### src/core/fm_blend_params.svh
// Constants of the FM stereo blend audio back end
`ifndef FM_BLEND_PARAMS_SVH
`define FM_BLEND_PARAMS_SVH
`define DEEMPH_SEL_50US 2'h1
`define DEEMPH_SEL_75US 2'h2
`define DEEMPH_TC_50_US 50
`define DEEMPH_TC_75_US 75
`define SAMPLE_RATE_HZ 48000
`define DEEMPH_K_50 16'h0a9b
`define DEEMPH_K_75 16'h0727
`define BLEND_FULL 8'hff
`define BLEND_ZERO 8'h00
`define PILOT_LOCK_THR 16'h0400
`endif

### src/core/fm_blend_pkg.sv
// Types shared by the FM stereo blend audio back end
package fm_blend_pkg;
	typedef struct packed {
		logic [7:0] rssi;
		logic [7:0] snr;
		logic [7:0] multipath;
	} quality_t;
	typedef struct packed {
		logic [7:0] stereoThr;
		logic [7:0] monoThr;
		logic [7:0] attack;
		logic [7:0] relRate;
	} blend_cfg_t;
	typedef struct packed {
		logic [15:0] left;
		logic [15:0] right;
	} stereo_t;
	typedef enum logic [1:0] {
		ST_IDLE = 2'b00,
		ST_MATRIX = 2'b01,
		ST_FILTER = 2'b11,
		ST_OUTPUT = 2'b10
	} proc_state_t;
endpackage : fm_blend_pkg

### src/core/metric_blend.sv
// Blend target of one quality metric between its mono and stereo thresholds
`timescale 1ns/100ps
module metric_blend
	import fm_blend_pkg::*;
(
	input wire logic [7:0] metric,
	input wire blend_cfg_t cfg,
	output logic [7:0] monoAmount
);
	logic [15:0] num;
	logic [7:0] span;
	always_comb begin
		span = cfg.stereoThr - cfg.monoThr;
		num = 16'h0000;
		if (metric < cfg.monoThr || cfg.monoThr >= cfg.stereoThr) begin
			monoAmount = 8'hff;
		end else if (metric > cfg.stereoThr) begin
			monoAmount = 8'h00;
		end else begin
			num = {8'h00, cfg.stereoThr - metric} * 16'h00ff;
			monoAmount = 8'(num / {8'h00, span});
		end
	end
endmodule : metric_blend

### src/core/fm_stereo_blend_audio_dsp.sv
// FM stereo decoder, blend, de-emphasis, soft mute and volume back end
// Operation
// - Left is sum plus difference; right is sum minus difference.
// - Band-limited sum signal serves as the mono audio output.
// - Difference signal recovered by demodulating with the pilot reference.
// - Three metrics watched together; poorest one sets the blend.
// - Any metric below its mono threshold forces full mono.
// - All metrics above stereo thresholds give no blending.
// - Between thresholds blend proportionally, approached at set rates.
// - Each metric has own stereo and mono thresholds and rates.
// - Blend state reported on the signal quality status command.
// - Measured metrics are reported to the host.
// - De-emphasis filter of 50 or 75 microseconds.
// - Setting 2 selects 75 us, setting 1 selects 50 us.
// - Host can mute the analog outputs.
// - Output level scaled digitally by the volume setting.
// - Soft mute engages when SNR falls below its threshold.
// - Soft mute amount and attack and decay rates programmable.
`timescale 1ns/100ps
`include "fm_blend_params.svh"
module fm_stereo_blend_audio_dsp
	import fm_blend_pkg::*;
(
	input wire logic ref_clk,
	input wire logic reset_n,
	input wire logic sampleValid,
	input wire logic [15:0] sumIn,
	input wire logic [15:0] diffMpxIn,
	input wire logic [15:0] pilotRef,
	input wire quality_t qualityIn,
	input wire blend_cfg_t rssiCfg,
	input wire blend_cfg_t snrCfg,
	input wire blend_cfg_t mpathCfg,
	input wire logic [1:0] deemph_time_const_setting,
	input wire logic muteReq,
	input wire logic [7:0] volume,
	input wire logic [7:0] softMuteThr,
	input wire logic [7:0] softMuteMax,
	input wire logic [7:0] softMuteAttack,
	input wire logic [7:0] softMuteDecay,
	input wire logic signal_quality_status_cmd,
	output stereo_t audioOut,
	output logic [15:0] left_analog_out,
	output logic [15:0] right_analog_out,
	output logic audioValid,
	output logic statusValid,
	output logic [7:0] blendStatus,
	output logic stereoStatus,
	output quality_t qualityStatus,
	output logic [7:0] softMuteStatus
);
	// ==============================
	// Helpers
	function automatic logic [7:0] step_toward(input logic [7:0] cur,
		input logic [7:0] tgt, input logic [7:0] up, input logic [7:0] dn);
		logic [8:0] s;
		s = 9'h000;
		if (tgt > cur) begin
			s = {1'b0, cur} + {1'b0, (up == 8'h00) ? 8'h01 : up};
			step_toward = (s[8] || s[7:0] > tgt) ? tgt : s[7:0];
		end else if (tgt < cur) begin
			s = {1'b0, cur} - {1'b0, (dn == 8'h00) ? 8'h01 : dn};
			step_toward = (s[8] || s[7:0] < tgt) ? tgt : s[7:0];
		end else begin
			step_toward = cur;
		end
	endfunction : step_toward
	function automatic logic [15:0] scale(input logic [15:0] x,
		input logic [7:0] g);
		logic [23:0] p;
		p = 24'($signed(x)) * 24'($signed({1'b0, g}));
		scale = p[23:8];
	endfunction : scale
	function automatic logic [7:0] max3(input logic [7:0] a,
		input logic [7:0] b, input logic [7:0] c);
		logic [7:0] m;
		m = (a > b) ? a : b;
		max3 = (m > c) ? m : c;
	endfunction : max3
	// Wide difference keeps full-scale swings from wrapping
	function automatic logic [15:0] lowpass(input logic [15:0] y,
		input logic [15:0] x, input logic [15:0] k);
		logic [16:0] d;
		logic [33:0] p;
		d = 17'($signed(x)) - 17'($signed(y));
		p = 34'($signed(d)) * 34'($signed({1'b0, k}));
		lowpass = y + p[31:16];
	endfunction : lowpass

	// ==============================
	// Blend targets
	logic [7:0] tgtRssi;
	logic [7:0] tgtSnr;
	logic [7:0] tgtMpath;
	logic [7:0] monoTarget;
	logic [7:0] attackRate;
	logic [7:0] releaseRate;
	metric_blend uRssi (.metric(qualityIn.rssi), .cfg(rssiCfg),
		.monoAmount(tgtRssi));
	metric_blend uSnr (.metric(qualityIn.snr), .cfg(snrCfg),
		.monoAmount(tgtSnr));
	metric_blend uMpath (.metric(qualityIn.multipath), .cfg(mpathCfg),
		.monoAmount(tgtMpath));
	always_comb begin
		monoTarget = max3(tgtRssi, tgtSnr, tgtMpath);
		attackRate = rssiCfg.attack;
		releaseRate = rssiCfg.relRate;
		if (monoTarget == tgtSnr) begin
			attackRate = snrCfg.attack;
			releaseRate = snrCfg.relRate;
		end
		if (monoTarget == tgtMpath) begin
			attackRate = mpathCfg.attack;
			releaseRate = mpathCfg.relRate;
		end
	end

	// ==============================
	// Pipeline state
	proc_state_t state_q;
	logic [15:0] sum_q;
	logic [15:0] diff_q;
	logic [7:0] blend_q;
	logic [7:0] softMute_q;
	stereo_t matrix_q;
	stereo_t deemph_q;
	logic [15:0] deemphK;

	always_ff @(posedge ref_clk or negedge reset_n) begin
		if (!reset_n) begin
			state_q <= ST_IDLE;
		end else begin
			case (state_q)
				ST_IDLE: state_q <= sampleValid ? ST_MATRIX : ST_IDLE;
				ST_MATRIX: state_q <= ST_FILTER;
				ST_FILTER: state_q <= ST_OUTPUT;
				ST_OUTPUT: state_q <= ST_IDLE;
				default: state_q <= ST_IDLE;
			endcase
		end
	end

	// Capture: demodulate difference with pilot, weight by stereo amount
	always_ff @(posedge ref_clk or negedge reset_n) begin
		if (!reset_n) begin
			sum_q <= 16'h0000;
			diff_q <= 16'h0000;
		end else if (state_q == ST_IDLE && sampleValid) begin
			sum_q <= sumIn;
			diff_q <= scale(scale(diffMpxIn, pilotRef[15:8]) <<< 1,
				`BLEND_FULL - blend_q);
		end
	end

	// Blend and soft mute move by rate steps once per sample
	always_ff @(posedge ref_clk or negedge reset_n) begin
		if (!reset_n) begin
			blend_q <= `BLEND_FULL;
			softMute_q <= `BLEND_ZERO;
		end else if (state_q == ST_OUTPUT) begin
			blend_q <= step_toward(blend_q, monoTarget, attackRate,
				releaseRate);
			softMute_q <= step_toward(softMute_q,
				(qualityIn.snr < softMuteThr) ? softMuteMax : `BLEND_ZERO,
				softMuteAttack, softMuteDecay);
		end
	end

	always_ff @(posedge ref_clk or negedge reset_n) begin
		if (!reset_n) begin
			matrix_q <= '0;
		end else if (state_q == ST_MATRIX) begin
			matrix_q.left <= sum_q + diff_q;
			matrix_q.right <= sum_q - diff_q;
		end
	end

	// One-pole low pass: y += k * (x - y)
	always_comb begin
		deemphK = (deemph_time_const_setting == `DEEMPH_SEL_75US) ?
			`DEEMPH_K_75 : `DEEMPH_K_50;
	end
	always_ff @(posedge ref_clk or negedge reset_n) begin
		if (!reset_n) begin
			deemph_q <= '0;
		end else if (state_q == ST_FILTER) begin
			deemph_q.left <= lowpass(deemph_q.left, matrix_q.left,
				deemphK);
			deemph_q.right <= lowpass(deemph_q.right, matrix_q.right,
				deemphK);
		end
	end

	// ==============================
	// Output gain and mute
	logic [7:0] gain;
	always_comb begin
		gain = 8'((16'(volume) * 16'(`BLEND_FULL - softMute_q)) >> 8);
	end
	always_ff @(posedge ref_clk or negedge reset_n) begin
		if (!reset_n) begin
			audioOut <= '0;
			left_analog_out <= 16'h0000;
			right_analog_out <= 16'h0000;
			audioValid <= 1'b0;
		end else begin
			audioValid <= (state_q == ST_OUTPUT);
			if (state_q == ST_OUTPUT) begin
				if (muteReq) begin
					audioOut <= '0;
					left_analog_out <= 16'h0000;
					right_analog_out <= 16'h0000;
				end else begin
					audioOut.left <= scale(deemph_q.left, gain);
					audioOut.right <= scale(deemph_q.right, gain);
					left_analog_out <= scale(deemph_q.left, gain);
					right_analog_out <= scale(deemph_q.right, gain);
				end
			end
		end
	end

	// ==============================
	// Status
	always_ff @(posedge ref_clk or negedge reset_n) begin
		if (!reset_n) begin
			statusValid <= 1'b0;
			blendStatus <= `BLEND_FULL;
			stereoStatus <= 1'b0;
			qualityStatus <= '0;
			softMuteStatus <= `BLEND_ZERO;
		end else begin
			statusValid <= signal_quality_status_cmd;
			if (signal_quality_status_cmd) begin
				blendStatus <= blend_q;
				stereoStatus <= (blend_q != `BLEND_FULL);
				qualityStatus <= qualityIn;
				softMuteStatus <= softMute_q;
			end
		end
	end
endmodule : fm_stereo_blend_audio_dsp

### config.mk
export PLATFORM = sky130hd
export DESIGN_NAME = fm_stereo_blend_audio_dsp
export DESIGN_NICKNAME = d
export VERILOG_FILES = /design/src/core/fm_blend_pkg.sv /design/src/core/metric_blend.sv /design/src/core/fm_stereo_blend_audio_dsp.sv
export VERILOG_INCLUDE_DIRS = /design/src /design/src/core
export SDC_FILE = /design/constraint.sdc
export NUM_CORES = 2
export LEC_CHECK = 0
export CAP_MARGIN = 5
export CELL_PAD_IN_SITES_DETAIL_PLACEMENT = 0
export CELL_PAD_IN_SITES_GLOBAL_PLACEMENT = 1
export CORE_MARGIN = 4
export CORE_UTILIZATION = 33
export DETAILED_ROUTE_END_ITERATION = 12
export DONT_BUFFER_PORTS = 1
export GPL_TIMING_DRIVEN = 0
export PLACE_DENSITY_LB_ADDON = 0.1
export SLEW_MARGIN = 20
export SYNTH_ARGS = -nofsm -noshare
export SYNTH_HDL_FRONTEND = slang
export SYNTH_SLANG_ARGS = --single-unit
### constraint.sdc
create_clock -name ref_clk -period 15.4 [get_ports ref_clk]
set_input_delay 1.54 -clock ref_clk [delete_from_list [all_inputs] [get_ports ref_clk]]
set_output_delay 1.54 -clock ref_clk [all_outputs]
set_load 0.01 [all_outputs]
== Word level (Yosys, flattened, before mapping) ==
Cells that the tools add are included.

* $add $sub $neg: 18
* $mul: 10
* Div/mod/pow operators: 3
* Magnitude comparators: 20
* Equal/unequal tests: 7
* Mux-type cells: 31
* Reduce and logical (&&, ||, !) cells: 17

{| class="wikitable"
|+ Operators with widths
! cell !! number
|-
| two-way mux 8 bit || 25
|-
| greater-than comparator 8 bit || 9
|-
| < comparator 8 bit || 8
|-
| multiplier 17 x 13 -> 30 bit || 2
|-
| adder 16 bit || 3
|-
| divider 16 x 8 -> 16 bit || 3
|-
| multiplier 16 x 9 -> 24 bit || 2
|-
| multiplier 8 x 8 -> 16 bit, second input constant || 3
|-
| subtractor 8 bit || 6
|-
| subtractor 16 x 16 -> 17 bit || 2
|-
| zero test 8 bit || 4
|-
| two-way mux 16 bit || 2
|-
| two-way mux 32 bit || 1
|-
| >= comparator 8 bit || 3
|-
| multiplier 15 x 9 -> 23 bit || 1
|-
| multiplier 16 x 9 -> 23 bit || 1
|-
| adder 8 x 8 -> 9 bit || 2
|-
| subtractor 8 x 8 -> 9 bit || 2
|-
| == test 8 bit || 2
|-
| multiplier 9 x 9 -> 16 bit || 1
|-
| subtractor 16 bit || 1
|-
| two-way mux 12 bit || 1
|-
| subtractor 8 x 8 -> 9 bit, first input constant || 1
|-
| != test 8 bit, second input constant || 1
|-
| 10 further kinds || 20
|}

* Flip-flop bits (word level): 221
* Input bits: 215
* Word-level logic and storage cells: 127

== Depth between registers and ports, before layout ==
* Word-level depth: 20
* Depth in mapped cells: 240
* Depth with buffers taken out: 228

== Cells and area by module ==
Synthesis repeated with hierarchy kept, for this count alone.

* Cell total of the unflattened synthesis: 8248
* Area, all modules: 69028.7 um2

{| class="wikitable"
|+ By module, submodules not included
! module !! times used !! cells an instance !! area each (um2) !! seq. area each (um2)
|-
| fm_stereo_blend_audio_dsp || 1 || 4936 || 44158.6 || 4724.5
|-
| metric_blend at uRssi ... || 2 || 1092 || 8260.4 || 0.0
|-
| metric_blend at uMpath || 1 || 1128 || 8349.3 || 0.0
|}

== Worst setup path before layout ==
No wires, ideal clock.

* Kind: in2reg
* Start: in rssiCfg[24] (netlist bit)
* End: reg blend_q[5]
* Library setup time: 0.094 ns
* Arrival time: 43.785 ns
* Required time: 15.306 ns
* Slack: -28.479 ns
* Stages on the path: 227
* Buffers on the path: 15
* Cell sequence: inv_1 > ha_1 > inv_1 > fa_1 > a21oi_2 > nor2b_1 > nor2_1 > xnor2_1 > xor2_1 > xnor2_1 > fa_1 > inv_1 > fa_1 > inv_1 > fa_1 > inv_1 > ha_1 > o211ai_1 > [... 191 more ...] > a41o_1 > ha_1 > inv_1 > fa_1 > nand2_1 > nand2_1 > a21oi_1 > o21bai_1 > a21oi_1 > xnor2_1 > ha_1 > and4_1 > o21ai_0 > o41ai_1 > nor2b_1 > clkbuf_1 > mux2i_1 > o221ai_1

* Cells in the longest elaborated chain, start to end: 20

{| class="wikitable"
|+ RTL lines
! what !! RTL line !! RTL
|-
| start: declaration || fm_stereo_blend_audio_dsp.sv:31 || <nowiki>input wire blend_cfg_t rssiCfg,</nowiki>
|-
| subtractor 8 bit || metric_blend.sv:20 || <nowiki>num = {8'h00, cfg.stereoThr - metric} * 16'h00ff;</nowiki>
|-
| multiplier 8 x 8 -> 16 bit || metric_blend.sv:20 ||
|-
| divider 16 x 8 -> 16 bit || metric_blend.sv:21 || <nowiki>monoAmount = 8'(num / {8'h00, span});</nowiki>
|-
| two-way mux 8 bit || metric_blend.sv:17 || <nowiki>end else if (metric > cfg.stereoThr) begin</nowiki>
|-
| two-way mux 8 bit (*) || metric_blend.sv:15 || <nowiki>if (metric < cfg.monoThr || cfg.monoThr >= cfg.stereoThr) begin</nowiki>
|-
| greater-than comparator 8 bit || fm_stereo_blend_audio_dsp.sv:77 || <nowiki>m = (a > b) ? a : b;</nowiki>
|-
| two-way mux 8 bit (*) || fm_stereo_blend_audio_dsp.sv:77 ||
|-
| greater-than comparator 8 bit || fm_stereo_blend_audio_dsp.sv:78 || <nowiki>max3 = (m > c) ? m : c;</nowiki>
|-
| [... 4 more ...] || - ||
|-
| zero test 8 bit || fm_stereo_blend_audio_dsp.sv:62 || <nowiki>s = {1'b0, cur} - {1'b0, (dn == 8'h00) ? 8'h01 : dn};</nowiki>
|-
| two-way mux 8 bit || fm_stereo_blend_audio_dsp.sv:62 ||
|-
| subtractor 8 x 8 -> 9 bit || fm_stereo_blend_audio_dsp.sv:62 ||
|-
| < comparator 8 bit || fm_stereo_blend_audio_dsp.sv:63 || <nowiki>step_toward = (s[8] || s[7:0] < tgt) ? tgt : s[7:0];</nowiki>
|-
| logical OR 1 bit || fm_stereo_blend_audio_dsp.sv:63 ||
|-
| two-way mux 8 bit || fm_stereo_blend_audio_dsp.sv:63 ||
|-
| two-way mux 8 bit || fm_stereo_blend_audio_dsp.sv:61 || <nowiki>end else if (tgt < cur) begin</nowiki>
|-
| two-way mux 8 bit || fm_stereo_blend_audio_dsp.sv:58 || <nowiki>if (tgt > cur) begin</nowiki>
|-
| end signal: assignment || fm_stereo_blend_audio_dsp.sv:158 || <nowiki>blend_q <= `BLEND_FULL;</nowiki>
|-
| end signal: assignment || fm_stereo_blend_audio_dsp.sv:161 || <nowiki>blend_q <= step_toward(blend_q, monoTarget, attackRate,</nowiki>
|-
| end: declaration || fm_stereo_blend_audio_dsp.sv:123 || <nowiki>logic [7:0] blend_q;</nowiki>
|}

Every way passes the cells marked *; elsewhere a longest branch is shown, timed or not. The select of a mux whose other input is x is not followed.
A chain may end at the register's enable or synchronous reset.

== Worst setup path after layout ==
* Start: in rssiCfg[24] (netlist bit)
* End: reg blend_q[1]

Same word-level chain as after synthesis.

==> results.yml <==
clock_tree:
  cts_root_buffer: "clkbuf_16"
  cts_tree: "yes"
  clockBufferDepth: 2
  cts_buffers: 17
  clock_latency_ns: 0.56
  cts.clk_slew.worst_paths_ns: 0.10
  clock-sinks: 188
  htreeDepth: 4
  cts_hold_buf: 0
yosys:
  synth_xor_xnor_area_share_pct: 5.27
  yosysSeqAreaShare_pct: 7.09
  ys_warn_count: 0
  synth-simple-area-share_pct: 15.0
  synth_compound_gate_area_share_pct: 16.9
  synth_cell_types: 119
  synth_fa_ha_area_share_pct: 43.2
  synth-edff-count: 0
  synth-main-ff-cell: "dfrtp_1"
  synth_seq_cells: 188
  synth_area_um2: 66700
  syn_inst: 8001
  syn_area_per_cell_um2: 8.33
  ys_async_sr_fraction_pct: 100
  synth_top_family_by_area: "adder cells"
  synth_mux_area_share_pct: 3.06
sta:
  fmax_mhz: 24.1
  rsz0062_at_grt: "yes"
  min_period_over_period_pct: 270
  slew_headroom_pct: 18.3
  worstMarginPinSlew_ns: 1.22
  fin_ws_ns: -26.18
  setup_viol: 8
  final.setup.tns_ns: -209.06
  final-hold-violation-count: 0
  drv_slew: 0
  fin_worst_skew_ns: 0.0290
  finalCriticalPeriod_ns: 41.58
global_routing:
  grt.total_usage_pct: 19.7
  antenna_found_initial: 5
  gr-total-overflow: 0
  grt_first_pass_wirelength_um: 330000
  grt_max_degree: 189
  grt_pass1_vias: 58500
floorplanning:
  start_util_pct: 33.3
  die_y_um: 458
  io_pins: 322
  num_rows: 164
  fp.coreArea_um2: 200000
  die_w_um: 458
  die_area_um2: 209000
run_status:
  failed_checks: "negative setup slack"
  status: "complete, but fails checks"
route:
  drc: 0
  drt_wl_total_um: 208000
  first_pass_iters: 6
  wl_per_cell_um: 18.4
  vias: 56300
  drt-initial-drc-count: 2312
  viasPerCell: 4.99
  antenna_left: 0
finish:
  syn2layout_area_growth_pct: 18.6
  nNetsFinal: 10600
  fillers: 20600
  final_core_util_pct: 39.5
  final_common_cell: "inv_1"
  drive_above_1_share_pct: 16.1
  layout_common_cells: "inv_1 (1400), ha_1 (957), fa_1 (794)"
  final_cell_area_um2: 79100
setup_path:
  crit_fanout: 8
  cp-end-kind: "register"
  crit_required_ns: 15.87
  cpPeakStageDelay_ns: 0.60
  crit_type: "input port to register"
  cp_common_cell: "o21a_1"
  critPathSlowestCell: "a2111o_2"
  rr_worst_depth: 51
  arrival_ns: 42.05
  cp-start-kind: "input port"
  r2r_slack_ns: 2.78
hold_path:
  hold_depth: 2
  hp-class: "register to register"
placed_design:
  place_area_um2: 71400
  placement.io_buffers: 0
  gp_congestion: 0.827
  dpl.hpwl_um: 174000
job:
  max_cap_viol_count: 0
-- sequential cells by signal, summed over array words and instances, names as in the netlist --
name and count:
qualityStatus 24, sum_q 16, softMute_q 8, state_q 2, stereoStatus 1, deemph_q 32, softMuteStatus 8, matrix_q 31
blend_q 8, audioOut 32, statusValid 1, diff_q 16, blendStatus 8, audioValid 1
-- per-stage QoR --
stage / cells / hold WS (ns) / setup slack (ns)
floorplan: 8063 / 0.450 / -24.92
global placement: 10700 / 0.471 / -32.97
detailed placement: 10700 / 0.479 / -33.17
CTS: 11100 / 0.501 / -25.99
global route: 11300 / 0.534 / -28.21
finish: 11300 / 0.498 / -26.18
-- layer usage --
layer  up-vias  track usage, %  wire length, um  part of all wire (%)
met1     27700            27.4           100000                    48
met5         -               0                0                     0
met3        95            1.69             5170                   2.5
met2       641            34.1           100000                    48
li1      27900               -                -                     -
met4         0            2.43             2280                   1.1
-- area by class of cell --
| cell class | count | area [um^2] | share of cell area [%] |
|---|---|---|---|
| Sequential cell | 188 | 4720 | 5.98 |
| Multi-Input combinational cell | 6234 | 59600 | 75.3 |
| Tap cell | 2656 | 3320 | 4.20 |
| Antenna cell | 2 | 5.00 | 0.00633 |
| Buffer | 208 | 1240 | 1.57 |
| Inverter | 1425 | 5380 | 6.80 |
| Clock buffer | 17 | 425 | 0.538 |
| Clock inverter | 15 | 228 | 0.288 |
| Timing Repair Buffer | 537 | 4190 | 5.30 |
-- critical path: cells and delay by family --
kind / cells / cell delay, ns
xor gates and xnor gates: 2 / 0.42
adders and majority gates: 28 / 8.23
and+or+nand+nor: 49 / 8.20
AOI/OAI and AO/OA: 115 / 20.32
buffers and inverters: 20 / 2.48
muxes: 3 / 0.67
-- synthesized netlist by cell type, types with 14 or more instances --
cell type	n	area [um^2]
nand4_1	31	194
clkbuf_1	158	593
dfrtp_1	172	4300
o31a_1	18	158
o31ai_1	83	623
dfstp_2	16	420
mux2_2	122	1370
and2_1	182	1140
or2_2	38	238
nand3_1	64	320
and3_1	28	175
fa_1	802	16100
a31oi_1	51	319
xor2_1	124	1090
o211ai_1	31	233
o21bai_1	92	691
nand2b_1	97	607
o21ai_0	298	1490
a211o_1	28	245
o21a_1	237	1780
buf_4	32	240
inv_1	1422	5340
nor2_1	444	1670
buf_2	14	70.1
nor3_1	303	1520
mux2i_1	63	631
nand2_1	686	2570
a211oi_1	41	308
a21oi_1	367	1840
a21o_1	149	1120
nor4_1	20	125
a22o_1	27	236
ha_1	1017	12700
or3_1	47	294
xnor2_1	277	2430
nor2b_1	93	582
o22ai_1	27	169
-- cell families (layout without fill, tap and decap cells) --
| logic type | count (synthesis) | in the layout |
|---|---|---|
| compound gates | 1659 | 1659 |
| xor+xnor | 401 | 401 |
| fa+ha+maj | 1822 | 1822 |
| buf+inv | 1641 | 2202 |
| flops | 188 | 188 |
| mux | 188 | 188 |
| other cells | 2 | 66 |
| simple gates | 2100 | 2100 |
-- repair_timing --
item,in CTS,in global routing
buffers inserted,368,159
setup endpoints to repair,8,8
cloned,0,2
gates resized for setup,400,211
pin swaps,313,358
-- worst paths after layout --
path | start | end
setup / recovery | rssiCfg[24] | blend_q[1]
hold / removal | matrix_q[30] | matrix_q[30]
setup reg to reg | softMute_q[1] | audioOut[15]
hold reg to reg | matrix_q[30] | matrix_q[30]
max in group asynchronous | reset_n | sum_q[14]
min in group asynchronous | reset_n | audioOut[10]
Power is left out: the tool's default activity adds up to more than one toggle a clock period on the data nets, which glitch-free logic cannot reach.
